### src/core/rsd_pkg.sv
// Purpose: Shared constants and types for room setpoint derivation
// Assumes: Temperatures are signed, in units of 0.1 degC
// Notes: Internal arithmetic is two bits wider than stored values
package rsd_pkg;
	localparam int T_W = 16;
	localparam int CW = 18;
	localparam int ABS_N = 6;
	localparam int ABS_COOL_BASE = 3;
	// Range limits, 0.1 degC
	localparam logic signed [17:0] TEMP_MIN = 18'sh00046;
	localparam logic signed [17:0] ABS_MAX = 18'sh00190;
	localparam logic signed [17:0] FROST_MAX = 18'sh00190;
	localparam logic signed [17:0] HPROT_MAX = 18'sh001c2;
	localparam logic signed [17:0] HEAT_MAX = 18'sh003e7;
	localparam logic signed [17:0] COOL_MIN = 18'sh3fc19;
	localparam logic signed [17:0] COOL_MAX = 18'sh001c2;
	// Rounding steps, 0.1 K
	localparam logic signed [17:0] STEP_COARSE = 18'sh00005;
	localparam logic signed [17:0] STEP_HALF = 18'sh00002;
	// Reset values
	localparam logic signed [15:0] BASE_RST = 16'sh00d2;
	localparam logic signed [15:0] ABS_RST = 16'sh00d2;
	typedef enum logic [1:0] {RSD_HEAT_ONLY, RSD_COOL_ONLY, RSD_HEAT_COOL} rsd_ctrl_e;
	typedef enum logic [1:0] {RSD_COMFORT, RSD_STANDBY, RSD_NIGHT, RSD_PROTECT} rsd_opmode_e;
endpackage : rsd_pkg

### src/core/rsd_top.sv
// Purpose: Comfort, standby and night setpoints, absolute or derived
// Assumes: All inputs on ref_clk; temperatures in 0.1 degC
// Notes: Outputs other than base_obj_present and shift_avail are registered one cycle after their cause, setpoints two cycles after a write

// What this block does
// - Two schemes: independent absolute targets or derived from one reference.
// - Frost and heat protection come only from configuration, writes refused.
// - Derived standby/night from reference by mode-chosen offsets, deadband when combined.
// - Programming with overwrite loads the reference from the configured after-reset value.
// - Reference write in derived mode updates every dependent target at once.
// - Reference object exists only when bus adjustment is enabled.
// - Received reference is rounded to 0.1 K or 0.5 K step.
// - Absolute targets accepted from 7.0 to 40.0 degC, no ordering enforced.
// - Absolute mode: active-mode telegram sets target of active mode, heat/cool apart.
// - Absolute mode: no reference, no deadband, changeover only by bus object.
// - Absolute mode offers no target shifting.
// - Programming with overwrite loads configured targets; without, stored ones kept.
// - Heating: standby and night are comfort minus reductions, comfort equals reference except with symmetrical deadband in combined mode.
// - Frost target defaults to 7 degC, selectable 7.0 to 40.0 degC.
// - Heating targets lie in 7.0 to 99.9 degC and not below frost.
// - Two-level heating: additional-level target is basic target minus level offset.
// - Cooling: standby and night are comfort plus increases.
// - Symmetrical deadband: comfort heat/cool are reference minus/plus half deadband.
// - Asymmetrical deadband: heat comfort is reference, cool adds full deadband.
module rsd_top (
	input wire logic ref_clk,
	input wire logic rst,
	input wire logic cfg_abs_scheme,
	input wire rsd_pkg::rsd_ctrl_e cfg_ctrl,
	input wire logic cfg_two_level,
	input wire logic cfg_db_sym,
	input wire logic cfg_hc_via_obj,
	input wire logic cfg_overwrite,
	input wire logic cfg_base_bus_en,
	input wire logic cfg_step_coarse,
	input wire logic signed [15:0] cfg_base_temp,
	input wire logic [15:0] cfg_stby_red,
	input wire logic [15:0] cfg_night_red,
	input wire logic [15:0] cfg_stby_inc,
	input wire logic [15:0] cfg_night_inc,
	input wire logic [15:0] cfg_deadband,
	input wire logic [15:0] cfg_level_off,
	input wire logic signed [15:0] cfg_frost,
	input wire logic signed [15:0] cfg_heat_prot,
	input wire logic signed [15:0] cfg_abs_cmf_h,
	input wire logic signed [15:0] cfg_abs_stby_h,
	input wire logic signed [15:0] cfg_abs_night_h,
	input wire logic signed [15:0] cfg_abs_cmf_c,
	input wire logic signed [15:0] cfg_abs_stby_c,
	input wire logic signed [15:0] cfg_abs_night_c,
	input wire logic prog_load,
	input wire rsd_pkg::rsd_opmode_e op_mode,
	input wire logic hc_obj,
	input wire logic hc_auto_cool,
	input wire logic base_wr,
	input wire logic signed [15:0] base_wr_temp,
	input wire logic act_wr,
	input wire logic signed [15:0] act_wr_temp,
	output logic base_obj_present,
	output logic shift_avail,
	output logic signed [15:0] base_temp,
	output logic signed [15:0] sp_cmf_h,
	output logic signed [15:0] sp_stby_h,
	output logic signed [15:0] sp_night_h,
	output logic signed [15:0] sp_cmf_c,
	output logic signed [15:0] sp_stby_c,
	output logic signed [15:0] sp_night_c,
	output logic signed [15:0] sp_frost,
	output logic signed [15:0] sp_heat_prot,
	output logic hc_cooling,
	output logic signed [15:0] sp_active,
	output logic signed [15:0] sp_active_add,
	output logic wr_rejected
);
	localparam int TW = rsd_pkg::T_W;
	localparam int XW = rsd_pkg::CW;

	// ============================================================
	// Helpers
	function automatic logic signed [XW-1:0] sx(input logic signed [TW-1:0] v);
		sx = XW'(v);
	endfunction : sx

	function automatic logic signed [XW-1:0] ux(input logic [TW-1:0] v);
		ux = XW'(v);
	endfunction : ux

	function automatic logic signed [TW-1:0] lim(input logic signed [XW-1:0] v,
		input logic signed [XW-1:0] lo, input logic signed [XW-1:0] hi);
		if (v < lo) begin
			lim = TW'(lo);
		end else if (v > hi) begin
			lim = TW'(hi);
		end else begin
			lim = TW'(v);
		end
	endfunction : lim

	function automatic logic [2:0] abs_idx(input logic cool, input rsd_pkg::rsd_opmode_e m);
		logic [2:0] base;
		base = cool ? 3'(rsd_pkg::ABS_COOL_BASE) : 3'h0;
		case (m)
			rsd_pkg::RSD_STANDBY: abs_idx = base + 3'h1;
			rsd_pkg::RSD_NIGHT: abs_idx = base + 3'h2;
			default: abs_idx = base;
		endcase
	endfunction : abs_idx

	// ============================================================
	// Limits and protection values
	logic signed [XW-1:0] frost_x;
	logic signed [XW-1:0] hprot_x;
	logic signed [XW-1:0] rng_lo;
	logic signed [XW-1:0] rng_hi;
	logic signed [TW-1:0] base_rounded;
	logic signed [TW-1:0] cfg_abs [rsd_pkg::ABS_N];

	assign frost_x = sx(lim(sx(cfg_frost), rsd_pkg::TEMP_MIN, rsd_pkg::FROST_MAX));
	assign hprot_x = sx(lim(sx(cfg_heat_prot), rsd_pkg::TEMP_MIN, rsd_pkg::HPROT_MAX));
	assign cfg_abs[0] = cfg_abs_cmf_h;
	assign cfg_abs[1] = cfg_abs_stby_h;
	assign cfg_abs[2] = cfg_abs_night_h;
	assign cfg_abs[3] = cfg_abs_cmf_c;
	assign cfg_abs[4] = cfg_abs_stby_c;
	assign cfg_abs[5] = cfg_abs_night_c;

	always_comb begin
		case (cfg_ctrl)
			rsd_pkg::RSD_COOL_ONLY: begin
				rng_lo = rsd_pkg::COOL_MIN;
				rng_hi = (hprot_x < rsd_pkg::COOL_MAX) ? hprot_x : rsd_pkg::COOL_MAX;
			end
			rsd_pkg::RSD_HEAT_COOL: begin
				rng_lo = frost_x;
				rng_hi = hprot_x;
			end
			default: begin
				rng_lo = frost_x;
				rng_hi = rsd_pkg::HEAT_MAX;
			end
		endcase
	end

	rsd_round #(
		.W(TW)
	) u_round (
		.temp_in(base_wr_temp),
		.coarse(cfg_step_coarse),
		.temp_out(base_rounded)
	);

	// ============================================================
	// Stored setpoints
	logic signed [TW-1:0] base_reg;
	logic signed [TW-1:0] base_next;
	logic signed [TW-1:0] abs_reg [rsd_pkg::ABS_N];
	logic signed [TW-1:0] abs_next [rsd_pkg::ABS_N];
	logic rej_reg;
	logic rej_next;
	logic [2:0] act_idx;

	assign act_idx = abs_idx(hc_cooling, op_mode);

	always_comb begin
		base_next = base_reg;
		abs_next = abs_reg;
		rej_next = 1'b0;
		if (prog_load) begin
			if (cfg_overwrite) begin
				base_next = lim(sx(cfg_base_temp), rng_lo, rng_hi);
				for (int k = 0; k < rsd_pkg::ABS_N; k++) begin
					abs_next[k] = lim(sx(cfg_abs[k]), rsd_pkg::TEMP_MIN, rsd_pkg::ABS_MAX);
				end
			end
		end else begin
			if (base_wr) begin
				if (!cfg_abs_scheme && cfg_base_bus_en) begin
					base_next = lim(sx(base_rounded), rng_lo, rng_hi);
				end else begin
					rej_next = 1'b1;
				end
			end
			if (act_wr) begin
				if (cfg_abs_scheme && op_mode != rsd_pkg::RSD_PROTECT) begin
					abs_next[act_idx] = lim(sx(act_wr_temp), rsd_pkg::TEMP_MIN, rsd_pkg::ABS_MAX);
				end else begin
					rej_next = 1'b1;
				end
			end
		end
	end

	always_ff @(posedge ref_clk) begin
		if (rst) begin
			base_reg <= rsd_pkg::BASE_RST;
			for (int k = 0; k < rsd_pkg::ABS_N; k++) begin
				abs_reg[k] <= rsd_pkg::ABS_RST;
			end
			rej_reg <= 1'b0;
		end else begin
			base_reg <= base_next;
			abs_reg <= abs_next;
			rej_reg <= rej_next;
		end
	end

	// ============================================================
	// Derivation
	logic signed [XW-1:0] cmf_h_x;
	logic signed [XW-1:0] cmf_c_x;
	logic signed [XW-1:0] db_x;
	logic signed [TW-1:0] d_cmf_h;
	logic signed [TW-1:0] d_stby_h;
	logic signed [TW-1:0] d_night_h;
	logic signed [TW-1:0] d_cmf_c;
	logic signed [TW-1:0] d_stby_c;
	logic signed [TW-1:0] d_night_c;
	logic hc_cool_next;

	always_comb begin
		db_x = (cfg_ctrl == rsd_pkg::RSD_HEAT_COOL) ? ux(cfg_deadband) : '0;
		if (cfg_db_sym) begin
			cmf_h_x = sx(base_reg) - (db_x >>> 1);
			cmf_c_x = sx(base_reg) + (db_x >>> 1);
		end else begin
			cmf_h_x = sx(base_reg);
			cmf_c_x = sx(base_reg) + db_x;
		end
		d_cmf_h = lim(cmf_h_x, rng_lo, rng_hi);
		d_cmf_c = lim(cmf_c_x, rng_lo, rng_hi);
		d_stby_h = lim(sx(d_cmf_h) - ux(cfg_stby_red), rng_lo, sx(d_cmf_h));
		d_night_h = lim(sx(d_cmf_h) - ux(cfg_night_red), rng_lo, sx(d_cmf_h));
		d_stby_c = lim(sx(d_cmf_c) + ux(cfg_stby_inc), sx(d_cmf_c), rng_hi);
		d_night_c = lim(sx(d_cmf_c) + ux(cfg_night_inc), sx(d_cmf_c), rng_hi);
	end

	always_comb begin
		if (cfg_abs_scheme || cfg_hc_via_obj) begin
			hc_cool_next = hc_obj;
		end else begin
			case (cfg_ctrl)
				rsd_pkg::RSD_HEAT_ONLY: hc_cool_next = 1'b0;
				rsd_pkg::RSD_COOL_ONLY: hc_cool_next = 1'b1;
				default: hc_cool_next = hc_auto_cool;
			endcase
		end
	end

	// ============================================================
	// Output registers
	logic signed [TW-1:0] o_sp_next [rsd_pkg::ABS_N];
	logic signed [TW-1:0] o_sp_reg [rsd_pkg::ABS_N];
	logic signed [TW-1:0] act_next;
	logic signed [TW-1:0] act_add_next;
	logic signed [TW-1:0] act_reg;
	logic signed [TW-1:0] act_add_reg;
	logic signed [TW-1:0] frost_reg;
	logic signed [TW-1:0] hprot_reg;
	logic hc_reg;
	logic sel_cool;
	logic [2:0] sel_idx;
	logic signed [XW-1:0] lvl_x;

	always_comb begin
		if (cfg_abs_scheme) begin
			o_sp_next = abs_reg;
		end else begin
			o_sp_next[0] = d_cmf_h;
			o_sp_next[1] = d_stby_h;
			o_sp_next[2] = d_night_h;
			o_sp_next[3] = d_cmf_c;
			o_sp_next[4] = d_stby_c;
			o_sp_next[5] = d_night_c;
		end
		sel_cool = hc_cool_next;
		sel_idx = abs_idx(sel_cool, op_mode);
		if (op_mode == rsd_pkg::RSD_PROTECT) begin
			act_next = sel_cool ? TW'(hprot_x) : TW'(frost_x);
		end else begin
			act_next = o_sp_next[sel_idx];
		end
		lvl_x = cfg_two_level ? ux(cfg_level_off) : '0;
		if (sel_cool) begin
			act_add_next = lim(sx(act_next) + lvl_x, sx(act_next), rng_hi);
		end else begin
			act_add_next = lim(sx(act_next) - lvl_x, rng_lo, sx(act_next));
		end
	end

	always_ff @(posedge ref_clk) begin
		if (rst) begin
			for (int k = 0; k < rsd_pkg::ABS_N; k++) begin
				o_sp_reg[k] <= rsd_pkg::ABS_RST;
			end
			act_reg <= rsd_pkg::ABS_RST;
			act_add_reg <= rsd_pkg::ABS_RST;
			frost_reg <= TW'(rsd_pkg::TEMP_MIN);
			hprot_reg <= TW'(rsd_pkg::TEMP_MIN);
			hc_reg <= 1'b0;
		end else begin
			o_sp_reg <= o_sp_next;
			act_reg <= act_next;
			act_add_reg <= act_add_next;
			frost_reg <= TW'(frost_x);
			hprot_reg <= TW'(hprot_x);
			hc_reg <= hc_cool_next;
		end
	end

	assign base_obj_present = cfg_base_bus_en && !cfg_abs_scheme;
	assign shift_avail = !cfg_abs_scheme;
	assign base_temp = base_reg;
	assign sp_cmf_h = o_sp_reg[0];
	assign sp_stby_h = o_sp_reg[1];
	assign sp_night_h = o_sp_reg[2];
	assign sp_cmf_c = o_sp_reg[3];
	assign sp_stby_c = o_sp_reg[4];
	assign sp_night_c = o_sp_reg[5];
	assign sp_frost = frost_reg;
	assign sp_heat_prot = hprot_reg;
	assign hc_cooling = hc_reg;
	assign sp_active = act_reg;
	assign sp_active_add = act_add_reg;
	assign wr_rejected = rej_reg;
endmodule : rsd_top

### src/core/rsd_round.sv
// Purpose: Round a temperature to the shift step
// Assumes: Fine step is 0.1 K, the native unit
// Notes: Coarse step rounds half away from zero
module rsd_round #(
	parameter int W = 16
) (
	input wire logic signed [W-1:0] temp_in,
	input wire logic coarse,
	output logic signed [W-1:0] temp_out
);
	localparam int XW = rsd_pkg::CW;
	logic signed [rsd_pkg::CW-1:0] mag;
	logic signed [rsd_pkg::CW-1:0] q;

	// ============================================================
	// Rounding
	always_comb begin
		mag = temp_in[W-1] ? -XW'(temp_in) : XW'(temp_in);
		q = ((mag + rsd_pkg::STEP_HALF) / rsd_pkg::STEP_COARSE) * rsd_pkg::STEP_COARSE;
		if (!coarse) begin
			temp_out = temp_in;
		end else if (temp_in[W-1]) begin
			temp_out = W'(-q);
		end else begin
			temp_out = W'(q);
		end
	end
endmodule : rsd_round

### config.mk
export PLATFORM = sky130hd
export DESIGN_NAME = rsd_top
export DESIGN_NICKNAME = d
export VERILOG_FILES = /design/src/core/rsd_pkg.sv /design/src/core/rsd_top.sv /design/src/core/rsd_round.sv
export SDC_FILE = /design/constraint.sdc
export NUM_CORES = 1
export LEC_CHECK = 0
export ABC_AREA = 1
export CAP_MARGIN = 15
export CELL_PAD_IN_SITES_DETAIL_PLACEMENT = 0
export CELL_PAD_IN_SITES_GLOBAL_PLACEMENT = 1
export CORE_ASPECT_RATIO = 0.5
export CORE_UTILIZATION = 35
export DETAILED_ROUTE_END_ITERATION = 16
export DONT_BUFFER_PORTS = 1
export PLACE_DENSITY = 0.72
export SLEW_MARGIN = 20
export SYNTH_ARGS = -nofsm -noshare
export SYNTH_HDL_FRONTEND = slang
export SYNTH_SLANG_ARGS = --single-unit
### constraint.sdc
create_clock -name ref_clk -period 18.5 [get_ports ref_clk]
set_input_delay 0 -clock ref_clk [delete_from_list [all_inputs] [get_ports ref_clk]]
set_output_delay 0 -clock ref_clk [all_outputs]
set_load 0.03 [all_outputs]
Word level (Yosys, flattened, before mapping)
Cells that the tools add are included.
{"block": "word_totals", "reg_bits": 274, "inputBits": 290, "word_cells": 180}
{"block": "classes", "n_addsub": 16, "mul": 1, "div": 1, "n_lt_le_gt_ge": 42, "n_eq_ne": 7, "n_mux": 79, "bitwise": 2, "n_reduce_logical": 13}
{"cell": "$mux W16", "n": 55}
{"cell": "$mux W96", "n": 5}
{"cell": "$gt A16 B10 Y1 const B", "n": 9}
{"cell": "$lt A16 B8 Y1 const B", "n": 9}
{"cell": "$bwmux W96", "n": 1}
{"cell": "$gt A18 B18 Y1", "n": 5}
{"cell": "$lt A18 B18 Y1", "n": 5}
{"cell": "$mux W18", "n": 5}
{"cell": "$add A16 B17 Y18", "n": 4}
{"cell": "$gt A18 B16 Y1", "n": 3}
{"cell": "$lt A18 B16 Y1", "n": 3}
{"cell": "$sub A16 B17 Y18", "n": 3}
{"cell": "$bmux W16 S3", "n": 1}
{"cell": "$demux W16 S3", "n": 1}
{"cell": "$gt A16 B18 Y1", "n": 2}
{"cell": "$lt A16 B18 Y1", "n": 2}
{"cell": "$pmux W18 S2", "n": 1}
{"cell": "$add A18 B3 Y18 const B", "n": 1}
{"cell": "$div A18 B4 Y18 const B", "n": 1}
{"cell": "$mul A18 B4 Y16 const B", "n": 1}
{"cell": "$neg A16 Y18", "n": 1}
{"cell": "$add A16 B16 Y17", "n": 1}
{"cell": "$sub A16 B16 Y17", "n": 1}
{"cell": "$lt A16 B10 Y1 const B", "n": 1}
{"cell": "20 further kinds", "n": 40}

Depth between registers and ports, before layout
{"block": "depth", "ltp_word": 23, "mapped_depth": 122, "depth_no_buf": 119}

Cells and area by module
From an unflattened synthesis, not the netlist that was laid out.
{"block": "unflattened", "hier_cells": 5124, "area_unflattened_um2": 33069.2}
{"mod": "rsd_top", "instances": 1, "cells_per_inst": 4516, "area_per_inst_um2": 29692.2, "seq_area_each_um2": 5485.3}
{"mod": "rsd_round", "instances": 1, "cells_per_inst": 608, "area_per_inst_um2": 3377.0, "seq_area_each_um2": 0.0}

Worst setup path before layout
No wires, ideal clock.
{"block": "synth_timing", "kind": "input-to-reg", "from": "in cfg_ctrl[0]", "to": "reg act_add_reg[8], in the netlist sp_active_add[8]", "arrival_time_ps": 14572, "t_required_ps": 18366, "slack_ps": 3794, "stages": 117, "n_path_buf": 5, "path_cell_list": "inv_1 -> ha_1 -> clkbuf_1 -> clkbuf_1 -> nand2_1 -> inv_1 -> ha_1 -> fa_1 -> a21oi_1 -> nor2_1 -> nor2_1 -> nor2_1 -> nor2_1 -> nor2_1 -> nor2_1 -> inv_1 -> a21oi_1 -> o21bai_1 -> [... 81 more ...] -> inv_1 -> a21oi_1 -> nand2_1 -> nand2_1 -> inv_1 -> ha_1 -> nand2_1 -> a311o_1 -> o211ai_1 -> xnor2_1 -> nand2_1 -> inv_1 -> clkbuf_1 -> nand2_1 -> o211ai_1 -> o21ai_0 -> o21ai_0 -> a31oi_1"}
{"block": "synth_between", "elab_chain_len": 21, "word_cells_on_any_way": 63, "classes_between": "add/sub: 11; order compare: 16; eq/ne: 2; mux: 32; bitwise: 1; reduce/logical: 1"}
{"element": "start: declaration", "line_no": "rsd_top.sv:29", "source": "input wire rsd_pkg::rsd_ctrl_e cfg_ctrl,"}
{"element": "$eq A2 B2 Y1", "line_no": "rsd_top.sv:128, rsd_top.sv:221"}
{"element": "$mux W16", "line_no": "rsd_top.sv:221", "source": "db_x = (cfg_ctrl == rsd_pkg::RSD_HEAT_COOL) ? ux(cfg_deadband) : '0;"}
{"element": "$add A16 B17 Y18 (tied with other cells)", "line_no": "rsd_top.sv:227", "source": "cmf_c_x = sx(base_reg) + db_x;"}
{"element": "$mux W18", "line_no": "rsd_top.sv:222", "source": "if (cfg_db_sym) begin"}
{"element": "$gt A18 B18 Y1", "line_no": "rsd_top.sv:92", "source": "end else if (v > hi) begin"}
{"element": "$mux W16", "line_no": "rsd_top.sv:92"}
{"element": "$mux W16", "line_no": "rsd_top.sv:90", "source": "if (v < lo) begin"}
{"element": "$add A16 B17 Y18 (tied with other cells)", "line_no": "rsd_top.sv:234", "source": "d_night_c = lim(sx(d_cmf_c) + ux(cfg_night_inc), sx(d_cmf_c), rng_hi);"}
{"element": "[... 5 more ...]"}
{"element": "$mux W16 (implied by the code) (2 in series)", "line_no": "rsd_top.sv:280", "source": "act_next = o_sp_next[sel_idx];"}
{"element": "$mux W16 (*)", "line_no": "rsd_top.sv:277", "source": "if (op_mode == rsd_pkg::RSD_PROTECT) begin"}
{"element": "net act_next[2]", "line_no": "rsd_top.sv:253", "source": "logic signed [TW-1:0] act_next;"}
{"element": "$sub A16 B17 Y18 / $add A16 B17 Y18 (equally long branches)", "line_no": "rsd_top.sv:286, rsd_top.sv:284"}
{"element": "$gt A18 B16 Y1 / $gt A18 B18 Y1 (equally long branches)", "line_no": "rsd_top.sv:92"}
{"element": "$mux W16", "line_no": "rsd_top.sv:92"}
{"element": "$mux W16", "line_no": "rsd_top.sv:90"}
{"element": "$mux W16 (*)", "line_no": "rsd_top.sv:283", "source": "if (sel_cool) begin"}
{"element": "end signal: assignment", "line_no": "rsd_top.sv:296", "source": "act_add_reg <= rsd_pkg::ABS_RST;"}
{"element": "end signal: assignment", "line_no": "rsd_top.sv:303", "source": "act_add_reg <= act_add_next;"}
{"element": "end: declaration", "line_no": "rsd_top.sv:256", "source": "logic signed [TW-1:0] act_add_reg;"}
The timed path passes the listed nets; every way through them passes the cells marked *. The select of a mux whose other input is x is not followed.
A chain may end at the register's enable or synchronous reset.

Final worst setup path
{"block": "layout_timing", "from": "reg base_reg[0], in the netlist base_temp[0]", "to": "reg act_add_reg[0], in the netlist sp_active_add[0]"}
{"block": "layout_between", "elab_chain_len": 19, "word_cells_on_any_way": 49, "classes_between": "add/sub: 9; order compare: 16; mux: 24"}
{"element": "start: declaration", "line_no": "rsd_top.sv:154", "source": "logic signed [TW-1:0] base_reg;"}
{"element": "start signal: assignment", "line_no": "rsd_top.sv:195", "source": "base_reg <= rsd_pkg::BASE_RST;"}
{"element": "start signal: assignment", "line_no": "rsd_top.sv:201", "source": "base_reg <= base_next;"}
{"element": "$add A16 B17 Y18 (tied with other cells)", "line_no": "rsd_top.sv:227"}
{"element": "$mux W18", "line_no": "rsd_top.sv:222"}
{"element": "$gt A18 B18 Y1", "line_no": "rsd_top.sv:92"}
{"element": "$mux W16", "line_no": "rsd_top.sv:92"}
{"element": "$mux W16", "line_no": "rsd_top.sv:90"}
{"element": "$add A16 B17 Y18 (tied with other cells)", "line_no": "rsd_top.sv:234"}
{"element": "$gt A18 B18 Y1 / $gt A18 B16 Y1 (equally long branches)", "line_no": "rsd_top.sv:92"}
{"element": "$mux W16", "line_no": "rsd_top.sv:92"}
{"element": "[... 3 more ...]"}
{"element": "$mux W16 (implied by the code) (*) (2 in series)", "line_no": "rsd_top.sv:280"}
{"element": "$mux W16 (*)", "line_no": "rsd_top.sv:277"}
{"element": "net act_next[2]", "line_no": "rsd_top.sv:253"}
{"element": "$sub A16 B17 Y18 / $add A16 B17 Y18 (equally long branches)", "line_no": "rsd_top.sv:286, rsd_top.sv:284"}
{"element": "$gt A18 B16 Y1 / $gt A18 B18 Y1 (equally long branches)", "line_no": "rsd_top.sv:92"}
{"element": "$mux W16", "line_no": "rsd_top.sv:92"}
{"element": "$mux W16", "line_no": "rsd_top.sv:90"}
{"element": "$mux W16 (*)", "line_no": "rsd_top.sv:283"}
Marks and branches as above.

==> impl_metrics.json <==
{
  "dieWidth_um": 427.7,
  "nNetsFinal": 5854,
  "path_class": "reg -> reg",
  "register_area_mm2": 0.005492,
  "status": "complete, no violations",
  "cts_buffers": 34,
  "crit_path_start_kind": "flip-flop",
  "routabilityCongestion": 0.9864,
  "viasPerCell": 5.484,
  "power.leakage_uw": 0.01805,
  "peakVddDrop_mv": 0.2169,
  "drc": 0,
  "post-place-ws_ns": 0.9738,
  "wl_mm": 139.8,
  "post-route-util_pct": 40.94,
  "setup_tns_ns": 0,
  "finalSetupViolCount": 0,
  "p_total_uw": 8568,
  "synth_cell_types": 73,
  "fp.dieH_um": 214.9,
  "drt_first_pass_iters": 6,
  "worst_ep_required_time_ns": 19.00,
  "multi_input_area_mm2": 0.02327,
  "clock_path_buffers": 3,
  "core_area_mm2": 0.08902,
  "synthTopCellsByArea": "ha_1, dfxtp_1, nand2_1, inv_1, o21ai_0",
  "drt_iter0_markers": 3221,
  "rows": 77,
  "synth_top_area_cell": "ha_1",
  "die-area_mm2": 0.09191,
  "synth_edf_count": 0,
  "drv_slew": 0,
  "ys.warnings.count": 0,
  "ys_seq_area_share_pct": 17.29,
  "portBuffers": 0,
  "finalHoldViolCount": 0,
  "avgSynthCellArea_um2": 6.566,
  "clk_latency_ns": 0.58,
  "initial_core_util_pct": 35.63,
  "htreeDepth": 2,
  "end_kind": "flip-flop",
  "synth_ff_type": "dfxtp_1",
  "max-cap-violations": 0,
  "dp_hpwl_mm": 111.4,
  "grt_pass1_wl_mm": 205.3,
  "ios": 470,
  "arrival_ns": 17.33,
  "drive_gt1_share_pct": 6.445,
  "cp_common_cell": "nand2_1",
  "finClkSkew_ns": 0.04606,
  "cts.sink_count": 274,
  "antenna_found_initial": 14,
  "finalInstanceArea_mm2": 0.03644,
  "most-common-layout-cells": "nand2_1, inv_1, ha_1, o21ai_0, nor2_1",
  "root_buffer": "clkbuf_16",
  "dpl_cell_area_mm2": 0.03343,
  "layout_commonest_cell": "nand2_1",
  "ys_async_sr_fraction_pct": 0,
  "synthesis.area_mm2": 0.03172,
  "fillers": 9419,
  "syn_to_final_growth_pct": 14.89,
  "critical-path-max-stage-delay_ns": 0.65,
  "fin_crit_ns": 16.82,
  "worst_pin_slew_ns": 1.466,
  "avgRoutedWirePerCell_um": 22.35,
  "ant_nets": 0,
  "largest_reg_flops": 96,
  "min_path_type": "in -> reg",
  "fin_ws_ns": 1.676,
  "power_density_mw_per_mm2": 235.1,
  "slowest_stage": "o21ai_0",
  "finalCritPeriodShare_pct": 90.94,
  "max-slew-margin-rel_pct": 1.969,
  "critical_path_peak_fanout": 25,
  "grt_start_max_net_pins": 162,
  "grt_usage_pct": 29.48,
  "clk_pin_slew_ns": 0.06,
  "synth_top_area_share_pct": 20.47,
  "grt_pass1_vias": 32411,
  "route.vias.total": 34306,
  "overflow": 0,
  "max_freq_ghz": 0.05944,
  "synth_cells": 4831,
  "synth-seq-cells": 274,
  "cts_tree": "done"
}
area by class of cell:
class	count	share of cell area (%)
Timing Repair Buffer	257	6.565
Sequential cell	274	15.07
Timing Repair inverter	1	0.01373
Tap cell	1185	4.069
Multi-Input combinational cell	3775	63.85
Clock inverter	17	0.6798
Antenna cell	13	0.08927
Inverter	692	7.166
Clock buffer	42	2.500
per-stage QoR:
| stage | instances | hold WS [ns] |
|---|---|---|
| after floorplan | 4887 | 0.1247 |
| after global placement | 6009 | 0.08296 |
| after detailed placement | 6009 | 0.08678 |
| after CTS | 6238 | 0.0003387 |
| after global routing | 6250 | 0.04093 |
| final | 6256 | 0.01796 |
path summary, 6_finish.rpt:
check	start	endpoint	slack, ns	depth (start not counted)
setup / recovery	base_temp[0]	sp_active_add[0]	1.68	107
hold / removal	cfg_abs_night_c[15]	abs_reg[7]	0.02	6
setup reg to reg	base_temp[0]	sp_active_add[0]	1.68	107
hold reg to reg	abs_reg[95]	abs_reg[95]	0.44	2
critical path, delay by kind of cell (launching register included):
kind | cells | cell delay [ns]
AO/OA/AOI/OAI | 45 | 8.08
AND/OR/NAND/NOR | 35 | 3.58
adder cells (fa/ha/maj) | 7 | 2.46
flip-flops | 1 | 0.46
buffers and inverters | 18 | 1.86
XOR/XNOR | 2 | 0.21
cell usage after synthesis (12+ instances only):
library cell,n
nand2_1,935
inv_1,659
ha_1,519
o21ai_0,446
nor2_1,403
a21oi_1,400
dfxtp_1,274
nand3_1,197
clkbuf_1,120
o211ai_1,117
xor2_1,103
nor3_1,66
o21bai_1,62
nand2_2,50
a31oi_1,37
nand4_1,29
or2_2,26
o22ai_1,24
o221ai_1,21
a21o_1,20
inv_2,20
xnor2_1,19
nand3_2,18
nand2_4,17
o31ai_1,16
a221oi_1,14
o21ai_1,14
a211oi_1,13
clkinv_1,13
nor4_1,13
a31o_2,12
nand3b_1,12
kinds of logic (layout without fill, tap and decap cells):
group	Yosys count	in the layout	share of synthesized area, %
flip-flops	274	274	17.29
XOR/XNOR	122	122	3.369
multiplexers	1	1	0.03156
other	2	71	0.02368
AND/OR/NAND/NOR	1793	1793	24.50
adder cells (fa/ha/maj)	529	529	21.10
AO/OA/AOI/OAI	1272	1272	23.53
buffers and inverters	838	1009	10.15
repair_timing:
action                                  4_1_cts  5_1_grt
hold buffers                                170        0
endpoints found under the setup margin        0       16
gates resized for setup                       0       21
buffers inserted                              0        4
hold endpoints to repair                    223        0
power by group:
| part | internal, uW | total, uW | switching, uW | leakage, uW |
|---|---|---|---|---|
| Sequential | 692 | 945 | 253 | 0.00226 |
| Clock | 424 | 724 | 300 | 0.000570 |
| Combinational | 2370 | 6900 | 4530 | 0.0152 |
per-layer routing:
metal / up-vias / GRT usage (%) / share of wire (%)
li1: 16691 / - / -
met3: 216 / 4.869 / 8.0
met2: 1267 / 46.25 / 44
met5: - / 0 / 0.011
met1: 16130 / 40.59 / 45
met4: 2 / 10.06 / 3.2
Note: power is estimated with default switching activity, not from simulation.
